### src/include/cbl_pkg.sv
// shared constants and types for the condition bit logic unit
package cbl_pkg;
    // primary and extended opcodes
    localparam logic [5:0] OPC_CMPLI = 6'h0a;
    localparam logic [5:0] OPC_X31 = 6'h1f;
    localparam logic [5:0] OPC_X19 = 6'h13;
    localparam logic [9:0] XO_CLZ = 10'h01a;
    localparam logic [9:0] XO_AND = 10'h101;
    localparam logic [9:0] XO_ANDC = 10'h081;
    localparam logic [9:0] XO_EQV = 10'h121;
    localparam logic [9:0] XO_NAND = 10'h0e1;
    localparam logic [9:0] XO_NOR = 10'h021;
    localparam logic [9:0] XO_OR = 10'h1c1;
    localparam logic [9:0] XO_ORC = 10'h1a1;
    localparam logic [9:0] XO_XOR = 10'h0c1;
    // upper half that zero-extends the immediate
    localparam logic [15:0] IMM_UPPER = 16'h0000;
    // register offsets
    localparam logic [3:0] COND_OFS = 4'h0;
    localparam logic [3:0] CTRL_OFS = 4'h4;
    localparam logic [3:0] STAT_OFS = 4'h8;
    // field positions
    localparam int CTRL_EN_BIT = 0;
    localparam int STAT_BAD_BIT = 8;
    localparam int STAT_CNT_W = 6;
    // reset values and bus encodings
    localparam logic [31:0] COND_RST = 32'h0000_0000;
    localparam logic CTRL_EN_RST = 1'b1;
    localparam logic [1:0] HTRANS_NONSEQ = 2'h2;
    localparam logic [1:0] HRESP_OKAY = 2'h0;

    typedef enum logic [3:0] {
        OP_NONE, OP_CMPLI, OP_CLZ, OP_AND, OP_ANDC, OP_EQV,
        OP_NAND, OP_NOR, OP_OR, OP_ORC, OP_XOR
    } cbl_op_type;
endpackage

### src/include/cbl_dec_if.sv
// decoded instruction fields passed from decoder to execute logic
`timescale 1ns/100ps
interface cbl_dec_if;
    logic [31:0] instr;
    cbl_pkg::cbl_op_type op;
    logic [2:0] target_cond_field;
    logic [4:0] gpr_a_sel;
    logic [4:0] gpr_s_sel;
    logic [4:0] dest_cond_bit;
    logic [4:0] first_src_cond_bit;
    logic [4:0] second_src_cond_bit;
    logic [15:0] unsigned_imm16;
    logic record_flag;
    logic bad_form;
    modport dec (input instr, output op, target_cond_field, gpr_a_sel,
        gpr_s_sel, dest_cond_bit, first_src_cond_bit,
        second_src_cond_bit, unsigned_imm16, record_flag, bad_form);
    modport exe (output instr, input op, target_cond_field, gpr_a_sel,
        gpr_s_sel, dest_cond_bit, first_src_cond_bit,
        second_src_cond_bit, unsigned_imm16, record_flag, bad_form);
endinterface

### src/verilog/cbl_unit.sv
// condition bit logic unit: compare, leading zeros, cond bit logic
//
// How it works
// - unsigned compare of source with immediate zero-extended by 0x0000
// - compare result goes into the selected four-bit condition field
// - word-size flag set is invalid; unit flags it and skips update
// - logical-immediate compare recognised by base encoding x'2800 0000'
// - leading zero count from msb, 0 through 32, to destination register
// - record flag updates field zero with overflow copy, less-than cleared
// - leading zeros recognised by x'7C00 0034', low bit is record flag
// - x'4C00 0202' writes AND of two source bits
// - x'4C00 0102' writes first AND NOT second
// - x'4C00 0242' writes equivalence of the two source bits
// - x'4C00 01C2' writes NAND of the two source bits
// - x'4C00 0042' writes NOR of the two source bits
// - x'4C00 0382' writes OR of the two source bits
// - x'4C00 0342' writes first OR NOT second
// - x'4C00 0182' writes XOR of the two source bits
// - bit logic changes only the destination bit
//
// Decided for this implementation: register access over AHB-Lite and the register addresses.
`timescale 1ns/100ps
module cbl_unit (
    input wire logic clk,
    input wire logic arst_n,
    input wire logic issue_valid,
    output logic issue_ready,
    input wire logic [31:0] issue_instr,
    input wire logic [31:0] gpr_src_data,
    input wire logic summary_ovf,
    output logic gpr_wr_valid,
    output logic [4:0] gpr_wr_sel,
    output logic [31:0] gpr_wr_data,
    output logic [31:0] condition_bits,
    output logic bad_form_pulse,
    input wire logic hsel,
    input wire logic [31:0] haddr,
    input wire logic [1:0] htrans,
    input wire logic hwrite,
    input wire logic [2:0] hsize,
    input wire logic [31:0] hwdata,
    input wire logic hready,
    output logic hreadyout,
    output logic [1:0] hresp,
    output logic [31:0] hrdata
);
    // msb-first bit number to vector index
    function automatic logic [4:0] bit_idx(input logic [4:0] n);
        return 5'd31 - n;
    endfunction

    function automatic logic [5:0] lead_zeros(input logic [31:0] v);
        logic [5:0] n;
        logic hit;
        n = 6'd0;
        hit = 1'b0;
        for (int i = 31; i >= 0; i--) begin
            if (v[i]) begin
                hit = 1'b1;
            end else if (!hit) begin
                n = n + 6'd1;
            end
        end
        return n;
    endfunction

    cbl_dec_if dec ();
    cbl_decode u_dec (
        .d(dec)
    );
    assign dec.instr = issue_instr;

    // bus slave state
    logic wr_pend_r;
    logic wr_pend_nxt;
    logic [3:0] wr_ofs_r;
    logic [3:0] wr_ofs_nxt;
    logic [31:0] hrdata_r;
    logic [31:0] hrdata_nxt;
    logic ctrl_en_r;
    logic ctrl_en_nxt;
    logic addr_phase;

    // execute state
    logic [31:0] cond_r;
    logic [31:0] cond_nxt;
    logic [31:0] cond_base;
    logic wb_valid_r;
    logic wb_valid_nxt;
    logic [4:0] wb_sel_r;
    logic [4:0] wb_sel_nxt;
    logic [31:0] wb_data_r;
    logic [31:0] wb_data_nxt;
    logic bad_r;
    logic bad_nxt;
    logic bad_pulse_r;
    logic bad_pulse_nxt;
    logic [5:0] last_cnt_r;
    logic [5:0] last_cnt_nxt;

    logic fire;
    logic bit_a;
    logic bit_b;
    logic [4:0] dst_i;
    logic [31:0] imm_ext;
    logic [5:0] clz_n;
    logic [2:0] cmp_c;
    logic [4:0] fld_top;
    logic bad_clr;

    assign addr_phase = hsel && htrans == cbl_pkg::HTRANS_NONSEQ && hready;
    assign hreadyout = 1'b1;
    assign hresp = cbl_pkg::HRESP_OKAY;
    assign hrdata = hrdata_r;

    // disabling stalls dispatch rather than dropping instructions
    assign issue_ready = ctrl_en_r;
    assign fire = issue_valid && issue_ready;

    // sources come from the registered copy, never from cond_nxt
    assign bit_a = cond_r[bit_idx(dec.first_src_cond_bit)];
    assign bit_b = cond_r[bit_idx(dec.second_src_cond_bit)];
    assign dst_i = bit_idx(dec.dest_cond_bit);
    assign imm_ext = {cbl_pkg::IMM_UPPER, dec.unsigned_imm16};
    assign clz_n = lead_zeros(gpr_src_data);
    assign fld_top = 5'd31 - {dec.target_cond_field, 2'b00};
    assign bad_clr = wr_pend_r && wr_ofs_r == cbl_pkg::STAT_OFS
        && hwdata[cbl_pkg::STAT_BAD_BIT];

    always_comb begin
        // unsigned compare of full word against extended immediate
        if (gpr_src_data < imm_ext) begin
            cmp_c = 3'b100;
        end else if (gpr_src_data > imm_ext) begin
            cmp_c = 3'b010;
        end else begin
            cmp_c = 3'b001;
        end
    end

    always_comb begin
        wr_pend_nxt = addr_phase && hwrite;
        wr_ofs_nxt = addr_phase ? haddr[3:0] : wr_ofs_r;
        ctrl_en_nxt = ctrl_en_r;
        hrdata_nxt = hrdata_r;
        if (wr_pend_r && wr_ofs_r == cbl_pkg::CTRL_OFS) begin
            ctrl_en_nxt = hwdata[cbl_pkg::CTRL_EN_BIT];
        end
        if (addr_phase && !hwrite) begin
            case (haddr[3:0])
                cbl_pkg::COND_OFS: hrdata_nxt = cond_r;
                cbl_pkg::CTRL_OFS: hrdata_nxt = {31'h0, ctrl_en_r};
                cbl_pkg::STAT_OFS: hrdata_nxt = {23'h0, bad_r, 2'h0,
                    last_cnt_r};
                default: hrdata_nxt = 32'h0000_0000;
            endcase
        end
    end

    always_ff @(posedge clk or negedge arst_n) begin
        if (!arst_n) begin
            wr_pend_r <= 1'b0;
            wr_ofs_r <= 4'h0;
            hrdata_r <= 32'h0000_0000;
            ctrl_en_r <= cbl_pkg::CTRL_EN_RST;
        end else begin
            wr_pend_r <= wr_pend_nxt;
            wr_ofs_r <= wr_ofs_nxt;
            hrdata_r <= hrdata_nxt;
            ctrl_en_r <= ctrl_en_nxt;
        end
    end

    always_comb begin
        // a software write lands first; an instruction in the same
        // cycle then modifies the bits it owns on top of it
        cond_base = cond_r;
        if (wr_pend_r && wr_ofs_r == cbl_pkg::COND_OFS) begin
            cond_base = hwdata;
        end
        cond_nxt = cond_base;
        wb_valid_nxt = 1'b0;
        wb_sel_nxt = wb_sel_r;
        wb_data_nxt = wb_data_r;
        last_cnt_nxt = last_cnt_r;
        bad_pulse_nxt = 1'b0;
        if (fire) begin
            case (dec.op)
                cbl_pkg::OP_CMPLI: begin
                    if (dec.bad_form) begin
                        bad_pulse_nxt = 1'b1;
                    end else begin
                        cond_nxt[fld_top -: 4] = {cmp_c, summary_ovf};
                    end
                end
                cbl_pkg::OP_CLZ: begin
                    if (dec.bad_form) begin
                        bad_pulse_nxt = 1'b1;
                    end else begin
                        wb_valid_nxt = 1'b1;
                        wb_sel_nxt = dec.gpr_a_sel;
                        wb_data_nxt = {26'h0, clz_n};
                        last_cnt_nxt = clz_n;
                        if (dec.record_flag) begin
                            // count is never negative
                            cond_nxt[31:28] = {1'b0, clz_n != 6'd0,
                                clz_n == 6'd0, summary_ovf};
                        end
                    end
                end
                cbl_pkg::OP_AND: cond_nxt[dst_i] = bit_a & bit_b;
                cbl_pkg::OP_ANDC: cond_nxt[dst_i] = bit_a & ~bit_b;
                cbl_pkg::OP_EQV: cond_nxt[dst_i] = ~(bit_a ^ bit_b);
                cbl_pkg::OP_NAND: cond_nxt[dst_i] = ~(bit_a & bit_b);
                cbl_pkg::OP_NOR: cond_nxt[dst_i] = ~(bit_a | bit_b);
                cbl_pkg::OP_OR: cond_nxt[dst_i] = bit_a | bit_b;
                cbl_pkg::OP_ORC: cond_nxt[dst_i] = bit_a | ~bit_b;
                cbl_pkg::OP_XOR: cond_nxt[dst_i] = bit_a ^ bit_b;
                default: cond_nxt = cond_base;
            endcase
        end
        // sticky flag: a new bad form wins over a clear
        bad_nxt = (bad_r && !bad_clr) || bad_pulse_nxt;
    end

    always_ff @(posedge clk or negedge arst_n) begin
        if (!arst_n) begin
            cond_r <= cbl_pkg::COND_RST;
            wb_valid_r <= 1'b0;
            wb_sel_r <= 5'h00;
            wb_data_r <= 32'h0000_0000;
            bad_r <= 1'b0;
            bad_pulse_r <= 1'b0;
            last_cnt_r <= 6'h00;
        end else begin
            cond_r <= cond_nxt;
            wb_valid_r <= wb_valid_nxt;
            wb_sel_r <= wb_sel_nxt;
            wb_data_r <= wb_data_nxt;
            bad_r <= bad_nxt;
            bad_pulse_r <= bad_pulse_nxt;
            last_cnt_r <= last_cnt_nxt;
        end
    end

    assign gpr_wr_valid = wb_valid_r;
    assign gpr_wr_sel = wb_sel_r;
    assign gpr_wr_data = wb_data_r;
    assign condition_bits = cond_r;
    assign bad_form_pulse = bad_pulse_r;

    // checks; helper flags exclude cycles where software wrote cond
    logic sw_cond;
    logic is_cmp;
    logic is_lop;
    logic [31:0] keep_mask;
    assign sw_cond = wr_pend_r && wr_ofs_r == cbl_pkg::COND_OFS;
    assign is_cmp = fire && dec.op == cbl_pkg::OP_CMPLI && !dec.bad_form;
    assign is_lop = fire && dec.op inside {cbl_pkg::OP_AND,
        cbl_pkg::OP_ANDC, cbl_pkg::OP_EQV, cbl_pkg::OP_NAND,
        cbl_pkg::OP_NOR, cbl_pkg::OP_OR, cbl_pkg::OP_ORC, cbl_pkg::OP_XOR};
    assign keep_mask = ~(32'h0000_0001 << dst_i);
endmodule

### src/verilog/cbl_decode.sv
// instruction decoder for the condition bit logic unit
`timescale 1ns/100ps
module cbl_decode (
    cbl_dec_if.dec d
);
    logic [5:0] opc;
    logic [9:0] xo;

    assign opc = d.instr[31:26];
    assign xo = d.instr[10:1];
    // fields are numbered from the msb, so bit 0 is instr[31]
    assign d.target_cond_field = d.instr[25:23];
    assign d.gpr_s_sel = d.instr[25:21];
    assign d.dest_cond_bit = d.instr[25:21];
    assign d.gpr_a_sel = d.instr[20:16];
    assign d.first_src_cond_bit = d.instr[20:16];
    assign d.second_src_cond_bit = d.instr[15:11];
    assign d.unsigned_imm16 = d.instr[15:0];
    assign d.record_flag = d.instr[0];

    always_comb begin
        d.op = cbl_pkg::OP_NONE;
        d.bad_form = 1'b0;
        if (opc == cbl_pkg::OPC_CMPLI) begin
            d.op = cbl_pkg::OP_CMPLI;
            d.bad_form = d.instr[21];
        end else if (opc == cbl_pkg::OPC_X31 && xo == cbl_pkg::XO_CLZ) begin
            d.op = cbl_pkg::OP_CLZ;
            d.bad_form = |d.instr[15:11];
        end else if (opc == cbl_pkg::OPC_X19 && !d.instr[0]) begin
            case (xo)
                cbl_pkg::XO_AND: d.op = cbl_pkg::OP_AND;
                cbl_pkg::XO_ANDC: d.op = cbl_pkg::OP_ANDC;
                cbl_pkg::XO_EQV: d.op = cbl_pkg::OP_EQV;
                cbl_pkg::XO_NAND: d.op = cbl_pkg::OP_NAND;
                cbl_pkg::XO_NOR: d.op = cbl_pkg::OP_NOR;
                cbl_pkg::XO_OR: d.op = cbl_pkg::OP_OR;
                cbl_pkg::XO_ORC: d.op = cbl_pkg::OP_ORC;
                cbl_pkg::XO_XOR: d.op = cbl_pkg::OP_XOR;
                default: d.op = cbl_pkg::OP_NONE;
            endcase
        end
    end
endmodule

### config.mk
export PLATFORM = sky130hd
export DESIGN_NAME = cbl_unit
export DESIGN_NICKNAME = d
export VERILOG_FILES = /design/src/include/cbl_pkg.sv /design/src/include/cbl_dec_if.sv /design/src/verilog/cbl_unit.sv /design/src/verilog/cbl_decode.sv
export SDC_FILE = /design/constraint.sdc
export NUM_CORES = 1
export LEC_CHECK = 0
export BUFFER_PORTS_ARGS = -buffer_cell sky130_fd_sc_hd__buf_2
export CORE_MARGIN = 5
export CORE_UTILIZATION = 35
export CTS_CLUSTER_SIZE = 20
export DETAILED_ROUTE_END_ITERATION = 10
export MAX_ROUTING_LAYER = met4
export PLACE_DENSITY = 0.63
export SKIP_LAST_GASP = 1
export SYNTH_ARGS = -nofsm -noshare
export SYNTH_HDL_FRONTEND = slang
export SYNTH_SLANG_ARGS = --single-unit
### constraint.sdc
create_clock -name clk -period 3.3 [get_ports clk]
set_input_delay 0.66 -clock clk [delete_from_list [all_inputs] [get_ports clk]]
set_output_delay 0.66 -clock clk [all_outputs]
set_load 0.02 [all_outputs]
### After elaboration in Yosys (flattened, before gate mapping)

Cells that the tools add are included.
Widths: inputs -> output; s select.

| storage, ports and cells | value |
|---|---|
| register bits | 84 |
| bits of input ports | 140 |
| output and inout port bits | 107 |
| logic and storage cells | 246 |

| operators by class | value |
|---|---|
| add/sub/neg operators | 36 |
| order comparisons | 6 |
| equal/unequal tests | 27 |
| shift operators | 2 |
| mux-type cells | 131 |
| bitwise gates (word level) | 10 |
| reduce and logical (&&, ||, !) cells | 24 |

Operators with widths:

| kind | count |
|---|---|
| $mux 6 | 62 |
| $bwmux 32 | 9 |
| $pmux 28 s9 | 1 |
| $add 6x1->6 const B | 31 |
| $mux 32 | 3 |
| $pmux 32 s3 | 1 |
| $mux 1 | 43 |
| $eq 10x9->1 const B | 4 |
| $pmux 4 s10 | 1 |
| $shift 4x7->35 const A | 1 |
| $shiftx 4x7->35 | 1 |
| $gt 32x16->1 | 1 |
| $lt 32x16->1 | 1 |
| $pmux 4 s8 | 1 |
| $eq 10x8->1 const B | 3 |
| $eq 4x3->1 const B | 6 |
| $eq 4x4->1 const B | 5 |
| $mux 4 | 5 |
| $sub 5x5->5 const A | 4 |
| $lt 5x6->1 const B | 3 |
| $logic_and 1x1->1 | 13 |
| $eq 6x5->1 const B | 2 |
| $bmux 1 s5 | 2 |
| $eq 10x5->1 const B | 1 |
| other kinds (22) | 32 |

### Depth between registers and ports, before layout

Gate-level depths: netlist (run 1).

| logic depth | value |
|---|---|
| depth after elaboration | 99 |
| gate-level depth with buffers | 98 |

### Cells and area by module

A second synthesis (run 1) with hierarchy kept.

| second synthesis, totals | value |
|---|---|
| cells, all modules | 1907 |
| area, all modules | 13745.7 um2 |

By module, submodules not included:

| module | times used | cells an instance | area each (um2) | sequential area each (um2) |
|---|---|---|---|---|
| cbl_unit | 1 | 1827 | 13206.4 | 2103.3 |
| cbl_decode | 1 | 80 | 539.3 | 0.0 |

### Worst setup path before layout (run 1)

Ideal clock, no wire load.

| timing | value |
|---|---|
| path kind | in2reg |
| start | input port gpr_src_data[31] |
| end | register cond_r[29], in the netlist condition_bits[29] |
| data arrival time | 17.325 ns |
| setup slack | -14.107 ns |
| stages | 98 |
| cell sequence | buf_6 or2_2 inv_1 ha_1 nor2b_1 a21oi_1 xnor2_1 ha_1 nand2b_1 a21oi_1 ha_1 inv_1 nand2_1 xnor2_1 a21boi_0 ha_1 mux2i_1 o211ai_1 [... 62 more ...] a211oi_1 a21oi_1 nor3_1 nor2_1 ha_1 nor2b_1 xnor2_1 nor2_1 xor2_1 nand2_1 xnor2_1 nand4_1 a21oi_1 nor2_1 xor2_1 or4_1 or3_1 a31oi_1 |

| between the ends | value |
|---|---|
| cells in the longest elaborated chain, start to end | 99 |
| elaborated cells between the ends (all ways) | 137 |
| those cells by class | add/sub: 31; order compare: 2; shift: 1; mux: 102; reduce/logical: 1 |

RTL lines:

| item | RTL line | RTL |
|---|---|---|
| start: declaration | cbl_unit.sv:29 | `input wire logic [31:0] gpr_src_data,` |
| $mux 1 | cbl_unit.sv:58 | `if (v[i]) begin` |
| $add 6x1->6 | cbl_unit.sv:61 | `n = n + 6'd1;` |
| $mux 6 | cbl_unit.sv:60 | `end else if (!hit) begin` |
| $mux 6 | cbl_unit.sv:58 |  |
| $add 6x1->6 | cbl_unit.sv:61 |  |
| $mux 6 | cbl_unit.sv:60 |  |
| $mux 6 | cbl_unit.sv:58 |  |
| $add 6x1->6 | cbl_unit.sv:61 |  |
| [... 84 more ...] | - |  |
| $mux 6 | cbl_unit.sv:60 |  |
| $mux 6 | cbl_unit.sv:58 |  |
| $logic_not 6->1 | cbl_unit.sv:207 | `clz_n == 6'd0, summary_ovf};` |
| $mux 4 | cbl_unit.sv:204 | `if (dec.record_flag) begin` |
| $mux 4 | cbl_unit.sv:197 | `if (dec.bad_form) begin` |
| $pmux 4 s10 * | cbl_unit.sv:188 | `case (dec.op)` |
| $mux 32 * | cbl_unit.sv:187 | `if (fire) begin` |
| via cond_nxt[29] | cbl_unit.sv:86 | `logic [31:0] cond_nxt;` |
| end signal: assignment | cbl_unit.sv:228 | `cond_r <= cbl_pkg::COND_RST;` |
| end signal: assignment | cbl_unit.sv:236 | `cond_r <= cond_nxt;` |
| end: declaration | cbl_unit.sv:85 | `logic [31:0] cond_r;` |

The timed path passes the listed nets; every way through them passes the cells marked *.
A chain may end at the register's enable or synchronous reset.

### Final worst setup path (run 1)

| timing | value |
|---|---|
| start | input port gpr_src_data[30] |
| end | register cond_r[29], in the netlist condition_bits[29] |

| between the ends | value |
|---|---|
| cells in the longest elaborated chain, start to end | 96 |
| elaborated cells between the ends (all ways) | 133 |
| those cells by class | add/sub: 30; order compare: 2; shift: 1; mux: 99; reduce/logical: 1 |

RTL lines:

| item | RTL line |
|---|---|
| $mux 6 | cbl_unit.sv:58 |
| $add 6x1->6 | cbl_unit.sv:61 |
| $mux 6 | cbl_unit.sv:60 |
| $mux 6 | cbl_unit.sv:58 |
| $add 6x1->6 | cbl_unit.sv:61 |
| $mux 6 | cbl_unit.sv:60 |
| $mux 6 | cbl_unit.sv:58 |
| $add 6x1->6 | cbl_unit.sv:61 |
| [... 81 more ...] | - |
| $mux 6 | cbl_unit.sv:60 |
| $mux 6 | cbl_unit.sv:58 |
| $logic_not 6->1 | cbl_unit.sv:207 |
| $mux 4 | cbl_unit.sv:204 |
| $mux 4 | cbl_unit.sv:197 |
| $pmux 4 s10 * | cbl_unit.sv:188 |
| $mux 32 * | cbl_unit.sv:187 |
| via cond_nxt[29] | cbl_unit.sv:86 |

Marked as above.

==> reports/results.tsv, run 1 <==
stage	metric	value	unit
run_status	outcome	finished with violations	
run_status	failed_checks	setup timing	
worst_setup_path	rr_startpoint	condition_bits[1]	
finish	final_util	54.6	%
worst_setup_path	required	3.56	ns
drt	dr.first_iter.drc_count	1227	
worst_setup_path	worst_setup_path_end_kind	register	
worst_setup_path	cp-start-kind	input pin	
worst_setup_path	ff2ff_setup_slack	-0.36	ns
grt	grt_pass1_wl	79800	um
die	num_io_pins	247	
finish	layout-drive-gt1-share	42.1	%
clocking	cts_root_buffer	clkbuf_16	
clocking	cts_buffers	9	
placement	dp_hpwl	40900	um
clocking	cts_tree	done	
grt	grt_pass1_vias	15300	
die	start_util	35.2	%
finish	area_growth	55.1	%
placement	io_buffers	186	
grt	track_usage	25.3	%
drt	viasPerCell	5.52	
timing	fmaxAchievable	60.4	MHz
yosys	yosysSeqAreaShare	16.9	%
worst_setup_path	path_common_cell	ha_1	
yosys	synth_edf_count	0	
finish	finalNonFillerCells	2849	
finish	nets	2568	
clocking	cts_hold_buf	0	
power	power	5.98	mW
yosys	syn_avg_cell_area	7.27	um2
drt	vias	15700	
drt	met1Wirelength	21200	um
timing	slew_headroom	35.0	%
timing	tns	-93.93	ns
timing	hold_viol_final	0	
power	peakVddDrop	0.624	mV
timing	final_max_slew_viol_count	0	
timing	post-route-min-period	16.56	ns
clocking	clkLatencyLatePin	0.34	ns
worst_setup_path	critPathTopFamily	compound AO/OA/AOI/OAI gates	
clocking	cts.sinks	84	
die	die_h	199	um
worst_setup_path	crit_buf_inv	4	
timing	rsz0062_at_grt	true	
worst_setup_path	crit_type	in -> reg	
timing	period_share	502	%
drt	wl_per_cell	18.0	um
yosys	yosysWarnings	0	
worst_setup_path	cp_max_fo	4	
worst_setup_path	crit_start	gpr_src_data[30]	
die	die_x	199	um
power	powerDensity	309	nW/um2
timing	finalSetupViolCount	29	
timing	worst_pin_slew	0.961	ns
drt	finalWirelength	51300	um
placement	pre_cts_ws	-13.67	ns
worst_setup_path	r2r_end	condition_bits[30]	
run	maxCapViolations	0	
grt	grt-ovfl-total	0	
clocking	path_clk_slew	0.06	ns
yosys	ys.flop_type	dfrtp_1	
drt	dr_wl_met3	3890	um
drt	dr_wl_met2	24700	um
finish	final_common_cell	buf_4	
finish	final_cell_mix	buf_4, nand2_1, buf_2	
grt	grt_max_degree	59	
drt	drt_first_pass_iters	6	
yosys	netlist_area	12500	um2
timing	worst_slack	-13.26	ns
grt	antenna_found_initial	1	
min_path	min_path_type	in -> async	
clocking	clockBufferDepth	2	
drt	drc	0	
timing	finClkSkew	0.00710	ns
worst_setup_path	cpMaxStageDelayCell	or4_4	
worst_setup_path	arrival	16.83	ns
worst_setup_path	cpPeakStageDelay	0.44	ns
yosys	ys_ff_latch	84	
yosys	syn_inst	1715	
die	rows	69	
placement	gp_congestion	0.991	
die	die_area	39500	um2
yosys	synthArstFlopShare	100	%
placement	dp.cells	2760	
drt	ant_nets	0	
drt	top_layer_used	met4	
power	p_leak	8.86	nW
die	core	35400	um2
worst_setup_path	reg2regPathDepth	17	
yosys	synthDistinctLibCells	97	
clocking	htree_num_levels	3	
[registers in the layout (all words and copies together) (netlist names)]
register        flops
condition_bits     32
hrdata             32
last_cnt_r          6
gpr_wr_sel          5
wr_ofs_r            4
bad_form_pulse      1
bad_r               1
gpr_wr_valid        1
issue_ready         1
wr_pend_r           1
[synthesized netlist by cell type (5+ instances only)]
master	n	area share (%)
a211oi_1	16	0.96
a21boi_0	6	0.36
a21o_1	6	0.36
a21oi_1	95	3.8
a22oi_1	11	0.66
a31o_2	9	0.63
a31oi_1	20	1.0
a32oi_1	15	1.1
and2_1	16	0.80
and3_1	15	0.75
and4_1	5	0.35
buf_4	29	1.7
clkbuf_1	83	2.5
dfrtp_1	83	17
ha_1	48	4.8
inv_1	39	1.2
mux2_2	21	1.9
mux2i_1	47	3.8
mux4_2	20	3.6
nand2_1	273	8.2
nand2b_1	31	1.6
nand3_1	39	1.6
nand4_1	21	1.1
nand4b_1	5	0.35
nor2_1	144	4.3
nor2b_1	24	1.2
nor3_1	58	2.3
nor3b_1	9	0.54
nor4_1	21	1.1
nor4b_1	5	0.35
o211ai_1	28	1.7
o21a_1	10	0.60
o21ai_0	185	7.4
o221ai_1	7	0.49
o22ai_1	7	0.35
o31ai_1	11	0.66
or2_2	10	0.50
or3_1	15	0.75
or4_1	5	0.30
xnor2_1	71	5.0
xnor3_2	5	0.95
xor2_1	44	3.1
[worst reg2reg max path: stages, from the launching register on]
cell and delay [ns]:
dfrtp_1 0.42, buf_4 0.17, mux4_2 0.45, mux4_2 0.47, nand2_1 0.09, and2_4 0.17
inv_2 0.06, ha_4 0.16, nand2_2 0.06, o21a_1 0.14, o21ai_1 0.09, a2111oi_0 0.44
buf_4 0.20, a21oi_1 0.05, a211oi_1 0.31, nand2_1 0.10, nand2_1 0.07, a22oi_1 0.08
[power by group]
part | total (mW) | switching (mW) | internal (mW) | leakage, nW
sequential | 1.32 | 0.157 | 1.16 | 1.13
combinational | 3.50 | 1.81 | 1.68 | 7.57
clock | 1.16 | 0.405 | 0.759 | 0.169
total | 5.98 | 2.38 | 3.61 | 8.86
[layer usage]
metal  vias to the layer above  track usage (%)
li1                       7538                -
met1                      7436             32.0
met2                       637             42.6
met3                       103             2.57
met4                         0             8.64
met5                         -                -
[logic make-up (layout without fill, tap and decap cells)]
logic type / Yosys count / count (layout) / synth area share [%]
compound gates: 482 / 482 / 24.3
xor+xnor: 133 / 133 / 11.2
flops: 84 / 84 / 16.9
other cells: 2 / 32 / 0.0602
buf+inv: 164 / 807 / 6.04
mux: 88 / 88 / 9.28
fa+ha+maj: 48 / 48 / 4.82
simple gates: 714 / 714 / 27.5
[worst max-delay path by stage]
stage,cells after the start,end
after floorplan,98,condition_bits[29]
after global placement,98,condition_bits[29]
after detailed placement,96,condition_bits[29]
after CTS,98,condition_bits[29]
after global routing,98,condition_bits[29]
final,98,condition_bits[29]
[area by class of cell]
class	count	area (um2)
Tap cell	461	577
Multi-Input combinational cell	1494	10700
Inverter	40	155
Antenna cell	3	7.51
Sequential cell	84	2100
Clock inverter	6	111
Clock buffer	10	239
Fill cell	3258	16100
Timing Repair Buffer	751	5410
[stage by stage]
stage / hold slack (ns) / area, um2
final: 0.273 / 19300
after detailed placement: 0.469 / 17600
after global routing: 0.312 / 19300
after floorplan: 0.364 / 13000
after global placement: 0.457 / 17600
after CTS: 0.291 / 18800
[what timing repair did]
action                                 in CTS  in global routing
gates resized for setup                   115                 91
endpoints found under the hold margin       0                  0
setup endpoints to repair                  38                 37
pin swaps                                  78                 62
gates cloned                                2                  0
setup buffers                              55                 19
Note: power is estimated with default switching activity, not from simulation.
==> run 2: changes to the inputs <==
--- a/config.mk
+++ b/config.mk
@@ -8,10 +8,9 @@
 export BUFFER_PORTS_ARGS = -buffer_cell sky130_fd_sc_hd__buf_2
 export CORE_MARGIN = 5
 export CORE_UTILIZATION = 35
-export CTS_CLUSTER_SIZE = 20
 export DETAILED_ROUTE_END_ITERATION = 10
 export MAX_ROUTING_LAYER = met4
-export PLACE_DENSITY = 0.63
+export PLACE_DENSITY = 0.61
 export SKIP_LAST_GASP = 1
 export SYNTH_ARGS = -nofsm -noshare
 export SYNTH_HDL_FRONTEND = slang
==> constraint.sdc (replaced) <==
create_clock -name clk -period 20.2 [get_ports clk]
set_input_delay 4.04 -clock clk [delete_from_list [all_inputs] [get_ports clk]]
set_output_delay 4.04 -clock clk [all_outputs]
set_load 0.02 [all_outputs]
==> reports/results.tsv, run 2 (synthesis gave the netlist of run 1 again) <==
stage	metric	value	unit
worst_setup_path	ff2ff_setup_slack	15.97	ns
placement	dp.cells	2385	
drt	dr.first_iter.drc_count	1247	
finish	finalNonFillerCells	2475	
power	pwr-share-comb	49.7	%
worst_setup_path	reg2regPathDepth	15	
run_status	failed_checks	setup timing	
die	die_area	39500	um2
power	switchingPower	0.364	mW
grt	grt_pass1_vias	13800	
clocking	path_clk_slew	0.07	ns
clocking	clockBufferDepth	2	
die	die_h	199	um
drt	finalWirelength	47800	um
placement	place_area	14500	um2
timing	period_share	101	%
finish	area_growth	25.2	%
placement	gp_congestion	0.955	
worst_setup_path	crit_type	in -> reg	
finish	layout-drive-gt1-share	26.9	%
placement	dp_hpwl	36000	um
grt	grt-ovfl-total	0	
power	p_seq_share	28.7	%
run_status	outcome	finished with violations	
worst_setup_path	path_common_cell	buf_4	
timing	post-route-min-period	20.38	ns
power	powerDensity	52.8	nW/um2
grt	grt_pass1_wl	74000	um
timing	hold_viol_final	0	
die	num_io_pins	247	
timing	finalSetupViolCount	3	
run	maxCapViolations	0	
timing	worst_slack	-0.184	ns
timing	final_max_slew_viol_count	0	
power	swShare	44.1	%
worst_setup_path	rr_startpoint	condition_bits[11]	
placement	io_buffers	186	
worst_setup_path	cp_max_fo	3	
worst_setup_path	cpMaxStageDelayCell	or4_4	
min_path	hold_end	hrdata[6]	
drt	viasPerCell	5.81	
drt	vias	14400	
timing	slew_headroom	15.6	%
timing	fmaxAchievable	49.1	MHz
grt	track_usage	23.5	%
finish	final_common_cell	nand2_1	
worst_setup_path	arrival	20.65	ns
placement	pre_cts_ws	-1.25	ns
clocking	cts_buffers	9	
worst_setup_path	crit_start	gpr_src_data[31]	
timing	worst_pin_slew	1.26	ns
power	peakVddDrop	0.0742	mV
die	rows	69	
die	die_x	199	um
finish	final_cell_mix	nand2_1, buf_4, buf_2	
power	p_leak	6.82	nW
power	power	0.824	mW
clocking	cts_root_buffer	clkbuf_16	
clocking	clkLatencyLatePin	0.36	ns
clocking	cts.sinks	84	
worst_setup_path	r2r_end	condition_bits[30]	
drt	ant_nets	0	
worst_setup_path	required	20.47	ns
worst_setup_path	cpPeakStageDelay	0.44	ns
timing	finClkSkew	0.0196	ns
min_path	min_path_cells	2	
timing	rsz0062_at_grt	true	
worst_setup_path	worst_setup_path_end_kind	register	
worst_setup_path	crit_buf_inv	25	
grt	antenna_found_initial	5	
power	cellInternalPower	0.460	mW
min_path	min_from	hrdata[6]	
finish	nets	2191	
die	start_util	35.2	%
worst_setup_path	critPathTopFamily	compound AO/OA/AOI/OAI gates	
grt	grt_max_degree	59	
drt	drt_first_pass_iters	6	
drt	wl_per_cell	19.3	um
power	clkPwrFrac	21.6	%
die	core	35400	um2
worst_setup_path	cp-start-kind	input pin	
drt	drc	0	
finish	fin_area	15600	um2
clocking	cts_tree	done	
min_path	min_path_type	reg -> reg	
clocking	htree_num_levels	3	
[run 2: worst register-to-register path: stages, from the launching register on]
cell and delay, ns:
dfrtp_1 0.53, mux4_2 0.53, mux4_2 0.45, mux2i_1 0.35, inv_1 0.12, ha_1 0.21, buf_4 0.22, nand2_1 0.12
o21a_1 0.24, o21ai_0 0.19, a2111oi_0 0.47, a21oi_1 0.09, a211oi_1 0.31, nand2_1 0.10, nand2_1 0.07, a22oi_1 0.08
[run 2: final cells by class]
cell class	instances	area [um2]
Fill cell	3563	19800
Multi-Input combinational cell	1494	10100
Timing Repair Buffer	374	2370
Sequential cell	84	2100
Tap cell	461	577
Clock buffer	9	225
Inverter	40	155
Clock inverter	7	86.3
Antenna cell	6	15.0
[run 2: worst max-delay path by stage]
| stage | to | slack (ns) | cells past startpoint |
|---|---|---|---|
| 2_1_floorplan | condition_bits[29] | 0.003 | 98 |
| 4_1_cts | condition_bits[29] | 0.007 | 96 |
| 6_report | condition_bits[29] | -0.18 | 101 |
| 3_5_place_dp | condition_bits[29] | -1.25 | 98 |
| 5_1_grt | condition_bits[29] | -1.17 | 97 |
| 3_3_place_gp | condition_bits[29] | -0.89 | 98 |
[run 2: what timing repair did]
item / CTS / global route
pin swaps: 56 / 45
resized for setup: 24 / 54
buffers inserted: 59 / 12
hold buffers: 0 / 0
endpoints found under the setup margin: 6 / 7
endpoints found under the hold margin: 0 / 0
[run 2: stage by stage]
stage          hold slack (ns)  TNS [ns]  util [%]
6_report                 0.477    -0.285      44.1
5_1_grt                  0.507     -4.53      44.1
4_1_cts                  0.481         0      43.2
3_5_place_dp             0.466     -4.79      40.8
3_3_place_gp             0.458     -2.55      40.8
2_1_floorplan            0.466         0         -
[run 2: power by group through the flow]
stage	combinational, mW	clock [mW]	sequential (mW)
final	0.410	0.178	0.236
after global routing	0.439	0.183	0.237
after CTS	0.389	0.178	0.234
after detailed placement	0.371	0	0.237
after global placement	0.365	0	0.237
after floorplan	0.214	0	0.237
[run 2: metal layers]
metal  global-route usage [%]  wire (um)  share of wire, %  vias up
met5                        -          0                 0        -
met4                     7.80       1560               3.3        0
met1                     30.2      19900                42     6807
met2                     38.4      22200                47      687
met3                     3.29       4030               8.4      126
li1                         -          -                 -     6768
==> run 3: changes to the inputs <==
--- a/config.mk
+++ b/config.mk
@@ -10,7 +10,7 @@
 export CORE_UTILIZATION = 35
 export DETAILED_ROUTE_END_ITERATION = 10
 export MAX_ROUTING_LAYER = met4
-export PLACE_DENSITY = 0.61
+export PLACE_DENSITY = 0.63
 export SKIP_LAST_GASP = 1
 export SYNTH_ARGS = -nofsm -noshare
 export SYNTH_HDL_FRONTEND = slang
==> constraint.sdc (replaced) <==
create_clock -name clk -period 17.13 [get_ports clk]
set_input_delay 3.426 -clock clk [delete_from_list [all_inputs] [get_ports clk]]
set_output_delay 3.426 -clock clk [all_outputs]
set_load 0.02 [all_outputs]
==> reports/results.tsv, run 3 (synthesis gave the netlist of run 1 again) <==
stage	metric	value	unit
die	start_util	35.2	%
die	rows	69	
drt	dr_wl_met3	3850	um
power	peakVddDrop	0.101	mV
timing	slew_headroom	16.0	%
finish	regArea	2100	um2
timing	finClkSkew	0.00760	ns
grt	antenna_found_initial	2	
timing	finalSetupViolCount	7	
run_status	outcome	finished with violations	
drt	dr_wl_met2	22300	um
clocking	path_clk_slew	0.07	ns
placement	io_buffers	186	
worst_setup_path	cpMaxStageDelayCell	or4_1	
drt	dr.first_iter.drc_count	1232	
finish	final_common_cell	nand2_1	
timing	worst_slack	-2.43	ns
finish	final_cell_mix	nand2_1, buf_4, buf_2	
die	core	35400	um2
worst_setup_path	crit_type	in -> reg	
die	die_x	199	um
worst_setup_path	cpPeakStageDelay	0.53	ns
run_status	failed_checks	setup timing	
clocking	cts_root_buffer	clkbuf_16	
drt	ant_nets	0	
finish	fillers	3582	
worst_setup_path	worst_setup_path_end_kind	register	
finish	multiInputGateArea	10000	um2
clocking	cts_hold_buf	0	
finish	nets	2225	
drt	viasPerCell	5.75	
drt	wl_per_cell	19.1	um
worst_setup_path	path_common_cell	ha_1	
clocking	cts.sinks	84	
drt	met1Wirelength	20400	um
drt	finalWirelength	47800	um
finish	fin_area	15800	um2
timing	rsz0062_at_grt	true	
worst_setup_path	critPathTopFamily	adder cells	
power	p_leak	6.98	nW
timing	worst_pin_slew	1.26	ns
run	maxCapViolations	0	
grt	grt-ovfl-total	0	
worst_setup_path	crit_buf_inv	5	
worst_setup_path	arrival	19.82	ns
timing	fmaxAchievable	51.1	MHz
timing	tns	-13.06	ns
finish	layout-drive-gt1-share	28.1	%
clocking	cts_tree	done	
placement	place_area	14900	um2
grt	grt_max_degree	85	
finish	area_growth	26.7	%
drt	vias	14400	
timing	hold_viol_final	0	
drt	top_layer_used	met4	
worst_setup_path	cp_max_fo	4	
min_path	min_path_type	reg -> reg	
timing	post-route-min-period	19.56	ns
grt	grt_pass1_wl	74200	um
power	powerDensity	60.5	nW/um2
timing	period_share	114	%
clocking	cts_buffers	9	
worst_setup_path	cp-start-kind	input pin	
die	num_io_pins	247	
drt	drc	0	
grt	grt_pass1_vias	13500	
die	die_area	39500	um2
placement	dp_hpwl	36700	um
placement	pre_cts_ws	-2.98	ns
timing	final_max_slew_viol_count	0	
clocking	htree_num_levels	3	
die	die_h	199	um
grt	track_usage	23.7	%
drt	drt_first_pass_iters	9	
worst_setup_path	required	17.39	ns
clocking	clkLatencyLatePin	0.34	ns
placement	gp_congestion	0.964	
clocking	clockBufferDepth	2	
## run 3: changes by cell type in the layout (fill, tap and decap cells not counted), moves of 2 or more
cell	previous run	this run
a21oi_1	87	85
buf_6	6	1
a21oi_2	8	10
clkinv_4	0	2
o21ai_0	173	175
a21boi_1	2	0
diode_2	6	3
o21ai_2	6	3
buf_4	185	222
## run 3: area by class of cell
class | instances | share of cell area [%]
clock buffers | 9 | 1.43
repair buffers | 408 | 16.6
multi-input cells | 1494 | 63.6
diodes | 3 | 0.0475
well taps | 461 | 3.65
clock inverters | 7 | 0.372
inverters | 40 | 0.966
flip-flops and latches | 84 | 13.3
## run 3: worst paths after layout
path / startpoint / to / slack, ns / depth (start not counted)
setup / recovery: gpr_src_data[30] / condition_bits[29] / -2.43 / 97
hold / removal: hrdata[31] / hrdata[31] / 0.48 / 2
setup reg to reg: condition_bits[3] / condition_bits[30] / 12.53 / 14
hold reg to reg: hrdata[31] / hrdata[31] / 0.48 / 2
max in group asynchronous: arst_n / hrdata[2] / 13.16 / 1
min in group asynchronous: arst_n / hrdata[26] / 3.29 / 1
## run 3: power by group
group	total, mW	internal [mW]	switching (mW)
Sequential	0.276	0.224	0.0523
Combinational	0.493	0.208	0.285
Clock	0.187	0.101	0.0861
Total	0.956	0.532	0.424
## run 3: routing by layer
metal	vias up	GRT usage (%)
met5	-	-
met2	660	38.3
met1	6791	31.7
met4	0	6.33
li1	6850	-
met3	100	2.56
## run 3: timing repair
item                                    in CTS  in global routing
buffers inserted                            35                 13
endpoints found under the setup margin       7                  7
gates resized for setup                      3                 44
pin swaps                                   33                 36
## run 3: through the flow
| stage | power [mW] | utilization, % | hold WS [ns] | cells |
|---|---|---|---|---|
| detailed placement | 0.729 | 42.2 | 0.465 | 2440 |
| floorplan | 0.536 | - | 0.466 | 1742 |
| finish | 0.956 | 44.6 | 0.476 | 2506 |
| global placement | 0.722 | 42.2 | 0.457 | 2440 |
| CTS | 0.933 | 43.8 | 0.480 | 2491 |
| global route | 1.00 | 44.6 | 0.495 | 2505 |
## run 3: tightest hold or removal path, stage by stage, from the launching register on
cell and delay [ns]:
dfrtp_1 0.34, nand2_1 0.05, o21ai_0 0.06
